`config.mk`:
```
export PLATFORM = sky130hd
export DESIGN_NAME = wtrs_sequencer
export DESIGN_NICKNAME = d
export VERILOG_FILES = /design/src/rtl/wtrs_pkg.sv /design/src/rtl/wtrs_phase_timer.sv /design/src/rtl/wtrs_sequencer.sv
export SDC_FILE = /design/constraint.sdc
export NUM_CORES = 1
export LEC_CHECK = 0
export ABC_AREA = 1
export BUFFER_PORTS_ARGS = -buffer_cell sky130_fd_sc_hd__buf_4
export CORE_MARGIN = 2
export CORE_UTILIZATION = 55
export DETAILED_ROUTE_END_ITERATION = 6
export PLACE_DENSITY = 0.76
export SYNTH_ARGS = -nofsm -noshare
export SYNTH_HDL_FRONTEND = slang
export SYNTH_SLANG_ARGS = --single-unit
export TNS_END_PERCENT = 20
```
`constraint.sdc`:
```
create_clock -name core_clk -period 2.7 [get_ports core_clk]
set_clock_uncertainty 0.1 [all_clocks]
set_input_delay 0.27 -clock core_clk [delete_from_list [all_inputs] [get_ports core_clk]]
set_output_delay 0.27 -clock core_clk [all_outputs]
set_load 0.02 [all_outputs]
```
`src/rtl/wtrs_pkg.sv`:
```
// Constants, register map and state types for the withstand test sequencer
`default_nettype none

package wtrs_pkg;
  // Clock and tick timing
  localparam int CLK_PERIOD_NS = 100;
  localparam int TICK_PERIOD_NS = 1000000;
  localparam int TICK_CYCLES_DFLT = (TICK_PERIOD_NS + CLK_PERIOD_NS - 1) / CLK_PERIOD_NS;
  localparam int TICK_MS = 1;
  // Start must follow stop by less than this (longest time, rounds down)
  localparam int DOUBLE_ACTION_MS = 500;
  localparam int DA_TICKS = DOUBLE_ACTION_MS / TICK_MS;
  // Settings key hold for a screen capture (least time, rounds up)
  localparam int CAPTURE_HOLD_MS = 2000;
  localparam int HOLD_TICKS = (CAPTURE_HOLD_MS + TICK_MS - 1) / TICK_MS;
  localparam int BUZZ_MS_DFLT = 500;

  // Widths
  localparam int ADDR_W = 8;
  localparam int TIME_W = 16;
  localparam int VOLT_W = 16;
  localparam int STEP_W = 7;
  localparam int FUNC_W = 3;
  localparam int CAP_W = 7;

  // Register byte addresses
  localparam logic [7:0] ADDR_CTRL = 8'h00;
  localparam logic [7:0] ADDR_STEP = 8'h04;
  localparam logic [7:0] ADDR_VOLT = 8'h08;
  localparam logic [7:0] ADDR_RAMP_UP = 8'h0C;
  localparam logic [7:0] ADDR_DWELL = 8'h10;
  localparam logic [7:0] ADDR_RAMP_DOWN = 8'h14;
  localparam logic [7:0] ADDR_PASS_HOLD = 8'h18;
  localparam logic [7:0] ADDR_STATUS = 8'h1C;
  localparam logic [7:0] ADDR_ELAPSED = 8'h20;

  // Control register bits and step register fields
  localparam int CTRL_INTERLOCK_BIT = 0;
  localparam int CTRL_DOUBLE_BIT = 1;
  localparam int CTRL_RAMP_DOWN_BIT = 2;
  localparam int CTRL_W = 3;
  localparam int STEP_FUNC_LSB = 8;

  // Reset values
  localparam logic [CTRL_W-1:0] CTRL_RST = 3'h0;
  localparam logic [STEP_W-1:0] STEP_RST = 7'h01;
  localparam logic [VOLT_W-1:0] VOLT_RST = 16'h01F4;
  localparam logic [TIME_W-1:0] RAMP_RST = 16'h0064;
  localparam logic [TIME_W-1:0] DWELL_RST = 16'h03E8;
  localparam logic [TIME_W-1:0] HOLD_RST = 16'h0000;

  // Step number that selects the special mode
  localparam logic [STEP_W-1:0] SPECIAL_STEP = 7'h00;

  // Test functions
  localparam logic [FUNC_W-1:0] FUNC_AC_WITHSTAND = 3'h0;
  localparam logic [FUNC_W-1:0] FUNC_DC_WITHSTAND = 3'h1;
  localparam logic [FUNC_W-1:0] FUNC_INSULATION = 3'h2;
  localparam logic [FUNC_W-1:0] FUNC_GROUND_BOND = 3'h3;
  localparam logic [FUNC_W-1:0] FUNC_CONTINUITY = 3'h4;
  localparam int FUNC_COUNT = 5;

  // Real-time voltage limits in volts
  localparam logic [VOLT_W-1:0] VOLT_MIN = 16'h0032;
  localparam logic [VOLT_W-1:0] VOLT_MAX_AC = 16'h1388;
  localparam logic [VOLT_W-1:0] VOLT_MAX_DC = 16'h1770;
  localparam logic [VOLT_W-1:0] VOLT_MAX_DC_HV = 16'h2EE0;

  // Capture file numbering
  localparam logic [CAP_W-1:0] CAP_MAX = 7'h63;
  localparam logic [CAP_W-1:0] CAP_STEP = 7'h01;

  // Start refusal causes
  localparam logic [2:0] REFUSE_NONE = 3'h0;
  localparam logic [2:0] REFUSE_PROT = 3'h1;
  localparam logic [2:0] REFUSE_INTERLOCK = 3'h2;
  localparam logic [2:0] REFUSE_REMOTE = 3'h3;
  localparam logic [2:0] REFUSE_DOUBLE = 3'h4;

  // Capture errors
  localparam logic [1:0] CERR_NONE = 2'h0;
  localparam logic [1:0] CERR_TESTING = 2'h1;
  localparam logic [1:0] CERR_NO_DISK = 2'h2;
  localparam logic [1:0] CERR_FULL = 2'h3;

  typedef enum logic [1:0] {ST_READY, ST_TEST, ST_PASS, ST_FAIL} wtrs_state_e;
  typedef enum logic [1:0] {PH_IDLE, PH_RAMP_UP, PH_DWELL, PH_RAMP_DOWN} wtrs_phase_e;
endpackage

`default_nettype wire

```
`src/rtl/wtrs_phase_timer.sv`:
```
// Elapsed-time counter for the current test phase, in ticks
`default_nettype none

module wtrs_phase_timer
  import wtrs_pkg::*;
#(
  parameter int W = TIME_W
)
(
  input wire logic core_clk,
  input wire logic rst,
  input wire logic clear,
  input wire logic tick,
  output logic [W-1:0] elapsed
);

  // Saturating count of ticks since the last clear
  always_ff @(posedge core_clk)
  begin
    if (rst || clear)
      elapsed <= '0;
    else if (tick && !(&elapsed))
      elapsed <= elapsed + 1'b1;
  end

endmodule

`default_nettype wire

```
`src/rtl/wtrs_sequencer.sv`:
```
// Manual withstand test sequencer with APB registers and screen capture trigger
// Summary of operation
// - Start accepted only in ready state
// - Latched protection trip blocks start, shows error
// - Enabled interlock check needs key present
// - Remote stop blocks start
// - Two-press start: start within 0.5s of stop
// - Voltage locked while testing except special mode AC/DC withstand
// - Accepted start enters testing state
// - Ramp up, dwell, optional ramp down, elapsed shown
// - Stop ends test, no judgment, back ready
// - No limit crossed in dwell means pass
// - Limit crossed in dwell or protection trip means fail
// - Pass lights green lamp, sounds buzzer
// - Pass held for hold time, stop cuts short
// - Start ignored while buzzer sounds
// - Fail cuts output, red lamp, buzzer
// - Fail held until stop press
// - Step 000 enables special mode features
// - Special mode stores setup per function
// - Real-time voltage clamped to function limits
// - Settings key held 2s triggers capture
// - Capture refused while testing
// - Capture files 01 to 99, then error
// - Capture without disk gives error
`default_nettype none

module wtrs_sequencer
  import wtrs_pkg::*;
#(
  parameter int TICK_CYCLES = TICK_CYCLES_DFLT,
  parameter logic [TIME_W-1:0] BUZZ_TICKS = TIME_W'(BUZZ_MS_DFLT / TICK_MS),
  parameter logic HV_VARIANT = 1'b0
)
(
  input wire logic core_clk,
  input wire logic rst,
  input wire logic psel,
  input wire logic penable,
  input wire logic pwrite,
  input wire logic [ADDR_W-1:0] paddr,
  input wire logic [31:0] pwdata,
  output logic [31:0] prdata,
  output logic pready,
  output logic pslverr,
  input wire logic start_btn,
  input wire logic stop_btn,
  input wire logic settings_key,
  input wire logic func_key_press,
  input wire logic [FUNC_W-1:0] func_key_code,
  input wire logic interlock_key,
  input wire logic remote_stop,
  input wire logic prot_trip,
  input wire logic upper_trip_limit,
  input wire logic lower_trip_limit,
  input wire logic disk_present,
  input wire logic capture_done,
  output logic [1:0] state_code,
  output logic [1:0] test_phase,
  output logic [TIME_W-1:0] phase_elapsed,
  output logic hv_enable,
  output logic [VOLT_W-1:0] volt_out,
  output logic [FUNC_W-1:0] func_out,
  output logic pass_led,
  output logic fail_led,
  output logic buzzer,
  output logic [2:0] refusal_code,
  output logic capture_busy,
  output logic capture_req,
  output logic [CAP_W-1:0] capture_index,
  output logic [1:0] capture_err
);

  // Clamp a real-time voltage to the window of the selected function
  function automatic logic [VOLT_W-1:0] clamp_volt(input logic [FUNC_W-1:0] f, input logic [VOLT_W-1:0] v);
    logic [VOLT_W-1:0] hi;
    hi = (f == FUNC_AC_WITHSTAND) ? VOLT_MAX_AC : (HV_VARIANT ? VOLT_MAX_DC_HV : VOLT_MAX_DC);
    clamp_volt = (v < VOLT_MIN) ? VOLT_MIN : ((v > hi) ? hi : v);
  endfunction

  wtrs_state_e state, next_state;
  wtrs_phase_e phase, next_phase;
  logic [CTRL_W-1:0] ctrl;
  logic [STEP_W-1:0] step_num;
  logic [FUNC_W-1:0] func;
  logic [VOLT_W-1:0] volt_set;
  logic [TIME_W-1:0] ramp_up_ms, dwell_ms, ramp_down_ms, pass_hold_ms;
  logic [VOLT_W-1:0] mem_volt [FUNC_COUNT];
  logic [TIME_W-1:0] mem_dwell [FUNC_COUNT];
  logic [31:0] tick_cnt;
  logic tick;
  logic start_prev, stop_prev;
  logic [TIME_W-1:0] since_stop, key_ticks, buzz_cnt;
  logic stop_seen;
  logic [CAP_W-1:0] cap_used;
  logic [31:0] rd_mux;

  // Button edges and tick divider
  wire start_press = start_btn && !start_prev;
  wire stop_press = stop_btn && !stop_prev;
  wire tick_wrap = (tick_cnt == 32'(TICK_CYCLES - 1));

  always_ff @(posedge core_clk)
  begin
    if (rst)
    begin
      tick_cnt <= '0;
      tick <= 1'b0;
      start_prev <= 1'b0;
      stop_prev <= 1'b0;
    end
    else
    begin
      tick_cnt <= tick_wrap ? '0 : tick_cnt + 32'h1;
      tick <= tick_wrap;
      start_prev <= start_btn;
      stop_prev <= stop_btn;
    end
  end

  // Time since the last stop press, for the two-press start
  always_ff @(posedge core_clk)
  begin
    if (rst)
    begin
      since_stop <= '0;
      stop_seen <= 1'b0;
    end
    else if (stop_press)
    begin
      since_stop <= '0;
      stop_seen <= 1'b1;
    end
    else if (tick && !(&since_stop))
      since_stop <= since_stop + 1'b1;
  end

  // Start conditions
  wire special = (step_num == SPECIAL_STEP);
  wire da_ok = !ctrl[CTRL_DOUBLE_BIT] || (stop_seen && since_stop < TIME_W'(DA_TICKS));
  wire ilk_ok = !ctrl[CTRL_INTERLOCK_BIT] || interlock_key;
  wire start_ok = !prot_trip && ilk_ok && !remote_stop && da_ok && !buzzer;
  wire accept = start_press && (state == ST_READY) && start_ok;
  wire limit_trip = upper_trip_limit || lower_trip_limit;

  // Phase elapsed timer
  wire timer_clear = (next_state != state) || (next_phase != phase);

  wtrs_phase_timer #(.W(TIME_W)) u_timer (
    .core_clk(core_clk),
    .rst(rst),
    .clear(timer_clear),
    .tick(tick),
    .elapsed(phase_elapsed)
  );

  // Test sequence and judgment
  always_comb
  begin
    next_state = state;
    next_phase = phase;
    unique case (state)
      ST_READY:
        if (accept)
        begin
          next_state = ST_TEST;
          next_phase = PH_RAMP_UP;
        end
      ST_TEST:
        if (stop_press)
        begin
          next_state = ST_READY;
          next_phase = PH_IDLE;
        end
        else if (prot_trip || (phase == PH_DWELL && limit_trip))
        begin
          next_state = ST_FAIL;
          next_phase = PH_IDLE;
        end
        else
        begin
          unique case (phase)
            PH_IDLE: next_phase = PH_RAMP_UP;
            PH_RAMP_UP:
              if (phase_elapsed >= ramp_up_ms)
                next_phase = PH_DWELL;
            PH_DWELL:
              if (phase_elapsed >= dwell_ms)
              begin
                if (ctrl[CTRL_RAMP_DOWN_BIT])
                  next_phase = PH_RAMP_DOWN;
                else
                begin
                  next_state = ST_PASS;
                  next_phase = PH_IDLE;
                end
              end
            PH_RAMP_DOWN:
              if (phase_elapsed >= ramp_down_ms)
              begin
                next_state = ST_PASS;
                next_phase = PH_IDLE;
              end
          endcase
        end
      ST_PASS:
        if (stop_press || phase_elapsed >= pass_hold_ms)
          next_state = ST_READY;
      ST_FAIL:
        if (stop_press)
          next_state = ST_READY;
    endcase
  end

  // Buzzer countdown, loaded on each judgment
  wire enter_judge = (next_state != state) && (next_state == ST_PASS || next_state == ST_FAIL);
  wire [TIME_W-1:0] next_buzz_cnt = enter_judge ? BUZZ_TICKS :
                                    (tick && buzz_cnt != '0) ? buzz_cnt - 1'b1 : buzz_cnt;

  // State, lamps, buzzer and output enable
  always_ff @(posedge core_clk)
  begin
    if (rst)
    begin
      state <= ST_READY;
      phase <= PH_IDLE;
      hv_enable <= 1'b0;
      pass_led <= 1'b0;
      fail_led <= 1'b0;
      buzz_cnt <= '0;
      buzzer <= 1'b0;
    end
    else
    begin
      state <= next_state;
      phase <= next_phase;
      hv_enable <= (next_state == ST_TEST);
      pass_led <= (next_state == ST_PASS);
      fail_led <= (next_state == ST_FAIL);
      buzz_cnt <= next_buzz_cnt;
      buzzer <= (next_buzz_cnt != '0);
    end
  end

  assign state_code = state;
  assign test_phase = phase;
  assign volt_out = volt_set;
  assign func_out = func;

  // Start refusal cause shown to the operator
  always_ff @(posedge core_clk)
  begin
    if (rst || accept)
      refusal_code <= REFUSE_NONE;
    else if (start_press && state == ST_READY && !buzzer)
      refusal_code <= prot_trip ? REFUSE_PROT : !ilk_ok ? REFUSE_INTERLOCK :
                      remote_stop ? REFUSE_REMOTE : !da_ok ? REFUSE_DOUBLE : REFUSE_NONE;
  end

  // APB decode
  wire setup = psel && !penable;
  wire wr_en = psel && penable && pready && pwrite && !pslverr;
  wire addr_ok = (paddr == ADDR_CTRL) || (paddr == ADDR_STEP) || (paddr == ADDR_VOLT) ||
                 (paddr == ADDR_RAMP_UP) || (paddr == ADDR_DWELL) || (paddr == ADDR_RAMP_DOWN) ||
                 (paddr == ADDR_PASS_HOLD) || (paddr == ADDR_STATUS) || (paddr == ADDR_ELAPSED);
  wire cfg_wr = wr_en && (state == ST_READY);
  wire rt_adjust = special && (state == ST_TEST) && (func == FUNC_AC_WITHSTAND || func == FUNC_DC_WITHSTAND);
  wire volt_wr = wr_en && (paddr == ADDR_VOLT) && ((state == ST_READY) || rt_adjust);
  wire clamp_sel = special && (func == FUNC_AC_WITHSTAND || func == FUNC_DC_WITHSTAND);
  wire [VOLT_W-1:0] volt_wval = clamp_sel ? clamp_volt(func, pwdata[VOLT_W-1:0]) : pwdata[VOLT_W-1:0];
  wire fkey_load = func_key_press && special && (state == ST_READY) && (func_key_code < FUNC_W'(FUNC_COUNT));

  // Read data selection
  always_comb
  begin
    rd_mux = '0;
    unique case (paddr)
      ADDR_CTRL: rd_mux = 32'(ctrl);
      ADDR_STEP: rd_mux = {21'h0, func, 1'b0, step_num};
      ADDR_VOLT: rd_mux = 32'(volt_set);
      ADDR_RAMP_UP: rd_mux = 32'(ramp_up_ms);
      ADDR_DWELL: rd_mux = 32'(dwell_ms);
      ADDR_RAMP_DOWN: rd_mux = 32'(ramp_down_ms);
      ADDR_PASS_HOLD: rd_mux = 32'(pass_hold_ms);
      ADDR_STATUS: rd_mux = {15'h0, capture_busy, capture_index, capture_err, refusal_code, phase, state};
      ADDR_ELAPSED: rd_mux = 32'(phase_elapsed);
      default: rd_mux = '0;
    endcase
  end

  // APB answer: zero wait states
  always_ff @(posedge core_clk)
  begin
    if (rst)
    begin
      pready <= 1'b0;
      pslverr <= 1'b0;
      prdata <= '0;
    end
    else
    begin
      pready <= setup;
      pslverr <= setup && !addr_ok;
      prdata <= setup ? rd_mux : '0;
    end
  end

  // Configuration registers, locked while not ready
  always_ff @(posedge core_clk)
  begin
    if (rst)
    begin
      ctrl <= CTRL_RST;
      step_num <= STEP_RST;
      ramp_up_ms <= RAMP_RST;
      ramp_down_ms <= RAMP_RST;
      pass_hold_ms <= HOLD_RST;
    end
    else if (cfg_wr)
    begin
      if (paddr == ADDR_CTRL)
        ctrl <= pwdata[CTRL_W-1:0];
      if (paddr == ADDR_STEP)
        step_num <= pwdata[STEP_W-1:0];
      if (paddr == ADDR_RAMP_UP)
        ramp_up_ms <= pwdata[TIME_W-1:0];
      if (paddr == ADDR_RAMP_DOWN)
        ramp_down_ms <= pwdata[TIME_W-1:0];
      if (paddr == ADDR_PASS_HOLD)
        pass_hold_ms <= pwdata[TIME_W-1:0];
    end
  end

  // Function, voltage and dwell; function keys load the stored setup
  always_ff @(posedge core_clk)
  begin
    if (rst)
    begin
      func <= FUNC_AC_WITHSTAND;
      volt_set <= VOLT_RST;
      dwell_ms <= DWELL_RST;
    end
    else if (fkey_load)
    begin
      func <= func_key_code;
      volt_set <= mem_volt[func_key_code];
      dwell_ms <= mem_dwell[func_key_code];
    end
    else
    begin
      if (cfg_wr && paddr == ADDR_STEP)
        func <= pwdata[STEP_FUNC_LSB +: FUNC_W];
      if (volt_wr)
        volt_set <= volt_wval;
      if (cfg_wr && paddr == ADDR_DWELL)
        dwell_ms <= pwdata[TIME_W-1:0];
    end
  end

  // Per-function stored setup in special mode
  always_ff @(posedge core_clk)
  begin
    if (rst)
    begin
      for (int i = 0; i < FUNC_COUNT; i++)
      begin
        mem_volt[i] <= VOLT_RST;
        mem_dwell[i] <= DWELL_RST;
      end
    end
    else if (special && func < FUNC_W'(FUNC_COUNT))
    begin
      if (volt_wr)
        mem_volt[func] <= volt_wval;
      if (cfg_wr && paddr == ADDR_DWELL)
        mem_dwell[func] <= pwdata[TIME_W-1:0];
    end
  end

  // Settings key hold detection
  wire cap_fire = settings_key && tick && (key_ticks == TIME_W'(HOLD_TICKS - 1));
  wire cap_ok = cap_fire && (state != ST_TEST) && disk_present && (cap_used != CAP_MAX);

  always_ff @(posedge core_clk)
  begin
    if (rst || !settings_key)
      key_ticks <= '0;
    else if (tick && key_ticks != TIME_W'(HOLD_TICKS))
      key_ticks <= key_ticks + 1'b1;
  end

  // Capture request, file numbering and errors
  always_ff @(posedge core_clk)
  begin
    if (rst)
    begin
      cap_used <= '0;
      capture_index <= '0;
      capture_req <= 1'b0;
      capture_busy <= 1'b0;
      capture_err <= CERR_NONE;
    end
    else
    begin
      capture_req <= cap_ok;
      capture_busy <= cap_ok || (capture_busy && !capture_done);
      if (cap_ok)
      begin
        cap_used <= cap_used + CAP_STEP;
        capture_index <= cap_used + CAP_STEP;
        capture_err <= CERR_NONE;
      end
      else if (cap_fire)
        capture_err <= (state == ST_TEST) ? CERR_TESTING : !disk_present ? CERR_NO_DISK : CERR_FULL;
    end
  end

  // Checks
  property p_no_start_outside_ready;
    @(posedge core_clk) disable iff (rst) (state == ST_PASS || state == ST_FAIL) |=> state != ST_TEST;
  endproperty
  a_no_start_outside_ready: assert property (p_no_start_outside_ready) else $error("test began outside ready");

  property p_prot_blocks;
    @(posedge core_clk) disable iff (rst) (state == ST_READY && prot_trip) |=> state == ST_READY && !hv_enable;
  endproperty
  a_prot_blocks: assert property (p_prot_blocks) else $error("start despite protection trip");

  property p_interlock_blocks;
    @(posedge core_clk) disable iff (rst)
      (state == ST_READY && ctrl[CTRL_INTERLOCK_BIT] && !interlock_key) |=> state == ST_READY;
  endproperty
  a_interlock_blocks: assert property (p_interlock_blocks) else $error("start without interlock key");

  property p_remote_blocks;
    @(posedge core_clk) disable iff (rst) (state == ST_READY && remote_stop) |=> state == ST_READY;
  endproperty
  a_remote_blocks: assert property (p_remote_blocks) else $error("start during remote stop");

  property p_double_action;
    @(posedge core_clk) disable iff (rst)
      (state == ST_READY && ctrl[CTRL_DOUBLE_BIT] && !stop_seen) |=> state == ST_READY;
  endproperty
  a_double_action: assert property (p_double_action) else $error("start without prior stop");

  property p_start_enters_test;
    @(posedge core_clk) disable iff (rst) accept |=> state == ST_TEST && hv_enable && phase == PH_RAMP_UP;
  endproperty
  a_start_enters_test: assert property (p_start_enters_test) else $error("accepted start did not run");

  property p_stop_no_judge;
    @(posedge core_clk) disable iff (rst)
      (state == ST_TEST && stop_press) |=> state == ST_READY && !pass_led && !fail_led && !hv_enable;
  endproperty
  a_stop_no_judge: assert property (p_stop_no_judge) else $error("stop did not end test cleanly");

  property p_fail_cut;
    @(posedge core_clk) disable iff (rst)
      (state == ST_TEST && phase == PH_DWELL && limit_trip && !stop_press) |=> fail_led && !hv_enable && buzzer;
  endproperty
  a_fail_cut: assert property (p_fail_cut) else $error("limit trip did not fail test");

  property p_fail_held;
    @(posedge core_clk) disable iff (rst) (state == ST_FAIL && !stop_press) |=> state == ST_FAIL;
  endproperty
  a_fail_held: assert property (p_fail_held) else $error("fail left without stop");

  property p_buzzer_blocks;
    @(posedge core_clk) disable iff (rst) (state == ST_READY && buzzer) |=> state == ST_READY;
  endproperty
  a_buzzer_blocks: assert property (p_buzzer_blocks) else $error("start while buzzer sounding");

  property p_volt_locked;
    @(posedge core_clk) disable iff (rst)
      (state == ST_TEST && !special && !fkey_load) |=> volt_set == $past(volt_set);
  endproperty
  a_volt_locked: assert property (p_volt_locked) else $error("voltage changed during test");

  property p_capture_refused;
    @(posedge core_clk) disable iff (rst)
      (cap_fire && state == ST_TEST) |=> !capture_req && capture_err == CERR_TESTING;
  endproperty
  a_capture_refused: assert property (p_capture_refused) else $error("capture during test");

endmodule

`default_nettype wire

```
==> flow_metrics.tcl <==
set metrics [dict create \
    status "finished with violations" \
    violations "DRC" \
    core.rowCount 76 \
    clk_pin_slew_worst_paths_ns 0.06 \
    placed_cells 3582 \
    max-slew-margin-rel_pct 45.9 \
    yosysUniqueCellTypes 57 \
    drtAntennaViolNets 0 \
    p_per_area_mw_per_mm2 572 \
    numCtsBuffers 51 \
    yosysWarnings 0 \
    routed_wl_um 71600 \
    die-area_mm2 0.0448 \
    critPathRequiredTime_ns 3.14 \
    fillers 3500 \
    tightest_slew_ns 0.804 \
    setup_viol_count_final 0 \
    layout_common_cells "nand2_1 (426), nor2_1 (407), inv_1 (313)" \
    grt_pass1_wl_um 110000 \
    maxCapViolCount 0 \
    grt_pass1_vias 20043 \
    async_flop_share_pct 0 \
    initial_core_util_pct 55.4 \
    max_freq_mhz 373 \
    cts_tree "done" \
    crit_path_end_kind "register" \
    drt-initial-drc-count 2423 \
    gr-usage-all-layers_pct 31.9 \
    whs_ns 0.0451 \
    mostFrequentLayoutCell "nand2_1" \
    hold_path_class "in2reg" \
    nNetsFinal 3217 \
    post-route-util_pct 66.3 \
    multi_input_area_mm2 0.0100 \
    synth-seq-cells 490 \
    ys_seq_area_share_pct 52.1 \
    finalHoldViolCount 0 \
    worstSetupPathType "in2reg" \
    cts_buffer_depth 3 \
    syn_area_per_cell_um2 8.57 \
    drv_slew 0 \
    syn_inst 2769 \
    layout-drive-gt1-share_pct 13.6 \
    boundaryPins 150 \
    drc 1 \
    post-route-period-util_pct 99.3 \
    seq_area_mm2 0.0124 \
    die_h_um 212 \
    die_x_um 212 \
    portBuffers 118 \
    placed_area_mm2 0.0263 \
    syn_area_mm2 0.0237 \
    insertion_delay_ns 0.61 \
    cts-htree-levels 2 \
    pre_cts_ws_ns 0.0271 \
    numClockSinks 490 \
    firstDrtPassIters 7 \
    synth_edf_count 256 \
    final_cell_count_no_fill 3711 \
    worst_ep_arrival_time_ns 3.12 \
    vias 21022 \
    drt-wirelength-per-cell_um 19.3 \
    ir_drop_v 0.000517 \
    fin_crit_ns 2.68 \
    yosysTopAreaCell "edfxtp_1" \
    root_buffer "clkbuf_16" \
    cp-start-kind "input pin" \
    p_leak_nw 11.6 \
    synthFlopType "edfxtp_1" \
    worstPathMaxFanout 17 \
    rrSetupSlack_ns 0.06 \
    drt-vias-per-instance 5.66 \
    grt_overflow 0 \
    antenna_found_initial 3 \
    synthToLayoutAreaGrowth_pct 19.7 \
    synth_top_cell_area_share_pct 32.4 \
    placeableCoreArea_mm2 0.0429 \
    synthTopCellsByArea "edfxtp_1 (32%), dfxtp_1 (20%), nand2_1 (6.9%)" \
    setup_ws_ns 0.0182 \
    hpwl_um 50700 \
    rsz0062_at_grt "yes" \
    place.gp.congestion 1.00 \
    grt_max_degree 122 \
    postLayoutCellArea_mm2 0.0284 \
]
## path summary, 6_finish.rpt
kind,from,endpoint,depth (start not counted)
worst min-delay path,interlock_key,refusal_code[0],5
worst max register to register,step_num[5],mem_volt[2][7],12
worst max-delay path,paddr[3],prdata[16],10
worst min register to register,tick_cnt[0],tick_cnt[0],1
## timing repair
action | 4_1_cts | 5_1_grt
hold buffers | 30 | 0
endpoints found under the setup margin | 0 | 92
gates resized for setup | 0 | 49
buffers inserted | 0 | 0
hold endpoints to repair | 74 | 0
## report_power, final
part,switching [mW],internal (mW)
Clock,3.04,4.24
Combinational,0.648,0.287
Sequential,0.0516,8.00
## layer usage
metal / routed length (um) / vias to the layer above / global-route usage, %
met1: 28800 / 9812 / 43.0
met3: 7570 / 181 / 7.25
met2: 32300 / 1116 / 50.0
met4: 2910 / 2 / 13.0
li1: - / 9911 / -
met5: 13 / - / 0
## cell families after synthesis
family	Yosys count	synth area share (%)
AND/OR/NAND/NOR	1096	19.9
AO/OA/AOI/OAI	574	13.9
flip-flops	490	52.1
buffers and inverters	478	8.06
adder cells (fa/ha/maj)	78	4.11
XOR/XNOR	50	1.84
multiplexers	2	0.0843
other	1	0.0158
## critical path, stage by stage
cell and delay, ns:
dlygate4sd3_1 0.55, buf_4 0.13, inv_2 0.05, nor4_2 0.29, nand2_1 0.40, nand4_1 0.30
nand2_1 0.07, buf_4 0.21, nor4_1 0.24, dlygate4sd3_1 0.60
## synth_stat cells, types with 15 or more instances
cell type and number:
o21ai_0 208, o221ai_1 15, inv_1 323, edfxtp_1 256
ha_1 78, o211ai_1 18, a21oi_1 149, xor2_1 39
a211oi_1 22, inv_2 28, nor2_1 415, nor3_1 44
nand4_1 38, dfxtp_1 234, clkbuf_1 72, buf_2 28
nand2_1 437, nand3_1 85, o22ai_1 107, buf_4 16
nor4_1 30
## sequential cells by signal (all words and copies together), names as in the netlist, 3 cells and up
signal           count
cap_used             7
u_timer.elapsed     16
pass_hold_ms        16
ramp_up_ms          16
mem_dwell          128
since_stop          16
volt_out            16
prdata              17
dwell_ms            16
buzz_cnt            16
mem_volt           128
step_num             7
tick_cnt            32
func_out             3
ramp_down_ms        16
key_ticks           16
ctrl                 3
refusal_code         3
## layout make-up
type,count,area share [%]
flip-flops and latches,490,43.6
clock buffers,60,4.72
repair buffers,263,7.83
well taps,585,2.58
clock inverters,36,1.35
multi-input cells,1917,35.2
diodes,3,0.0264
inverters,357,4.72
## metrics by stage
step                TNS [ns]  total power [mW]
floorplan                  0              8.71
global placement           0              9.05
detailed placement         0              9.08
CTS                        0              16.3
global route          -0.678              16.7
finish                     0              16.3
(Power assumes the default switching activity.)
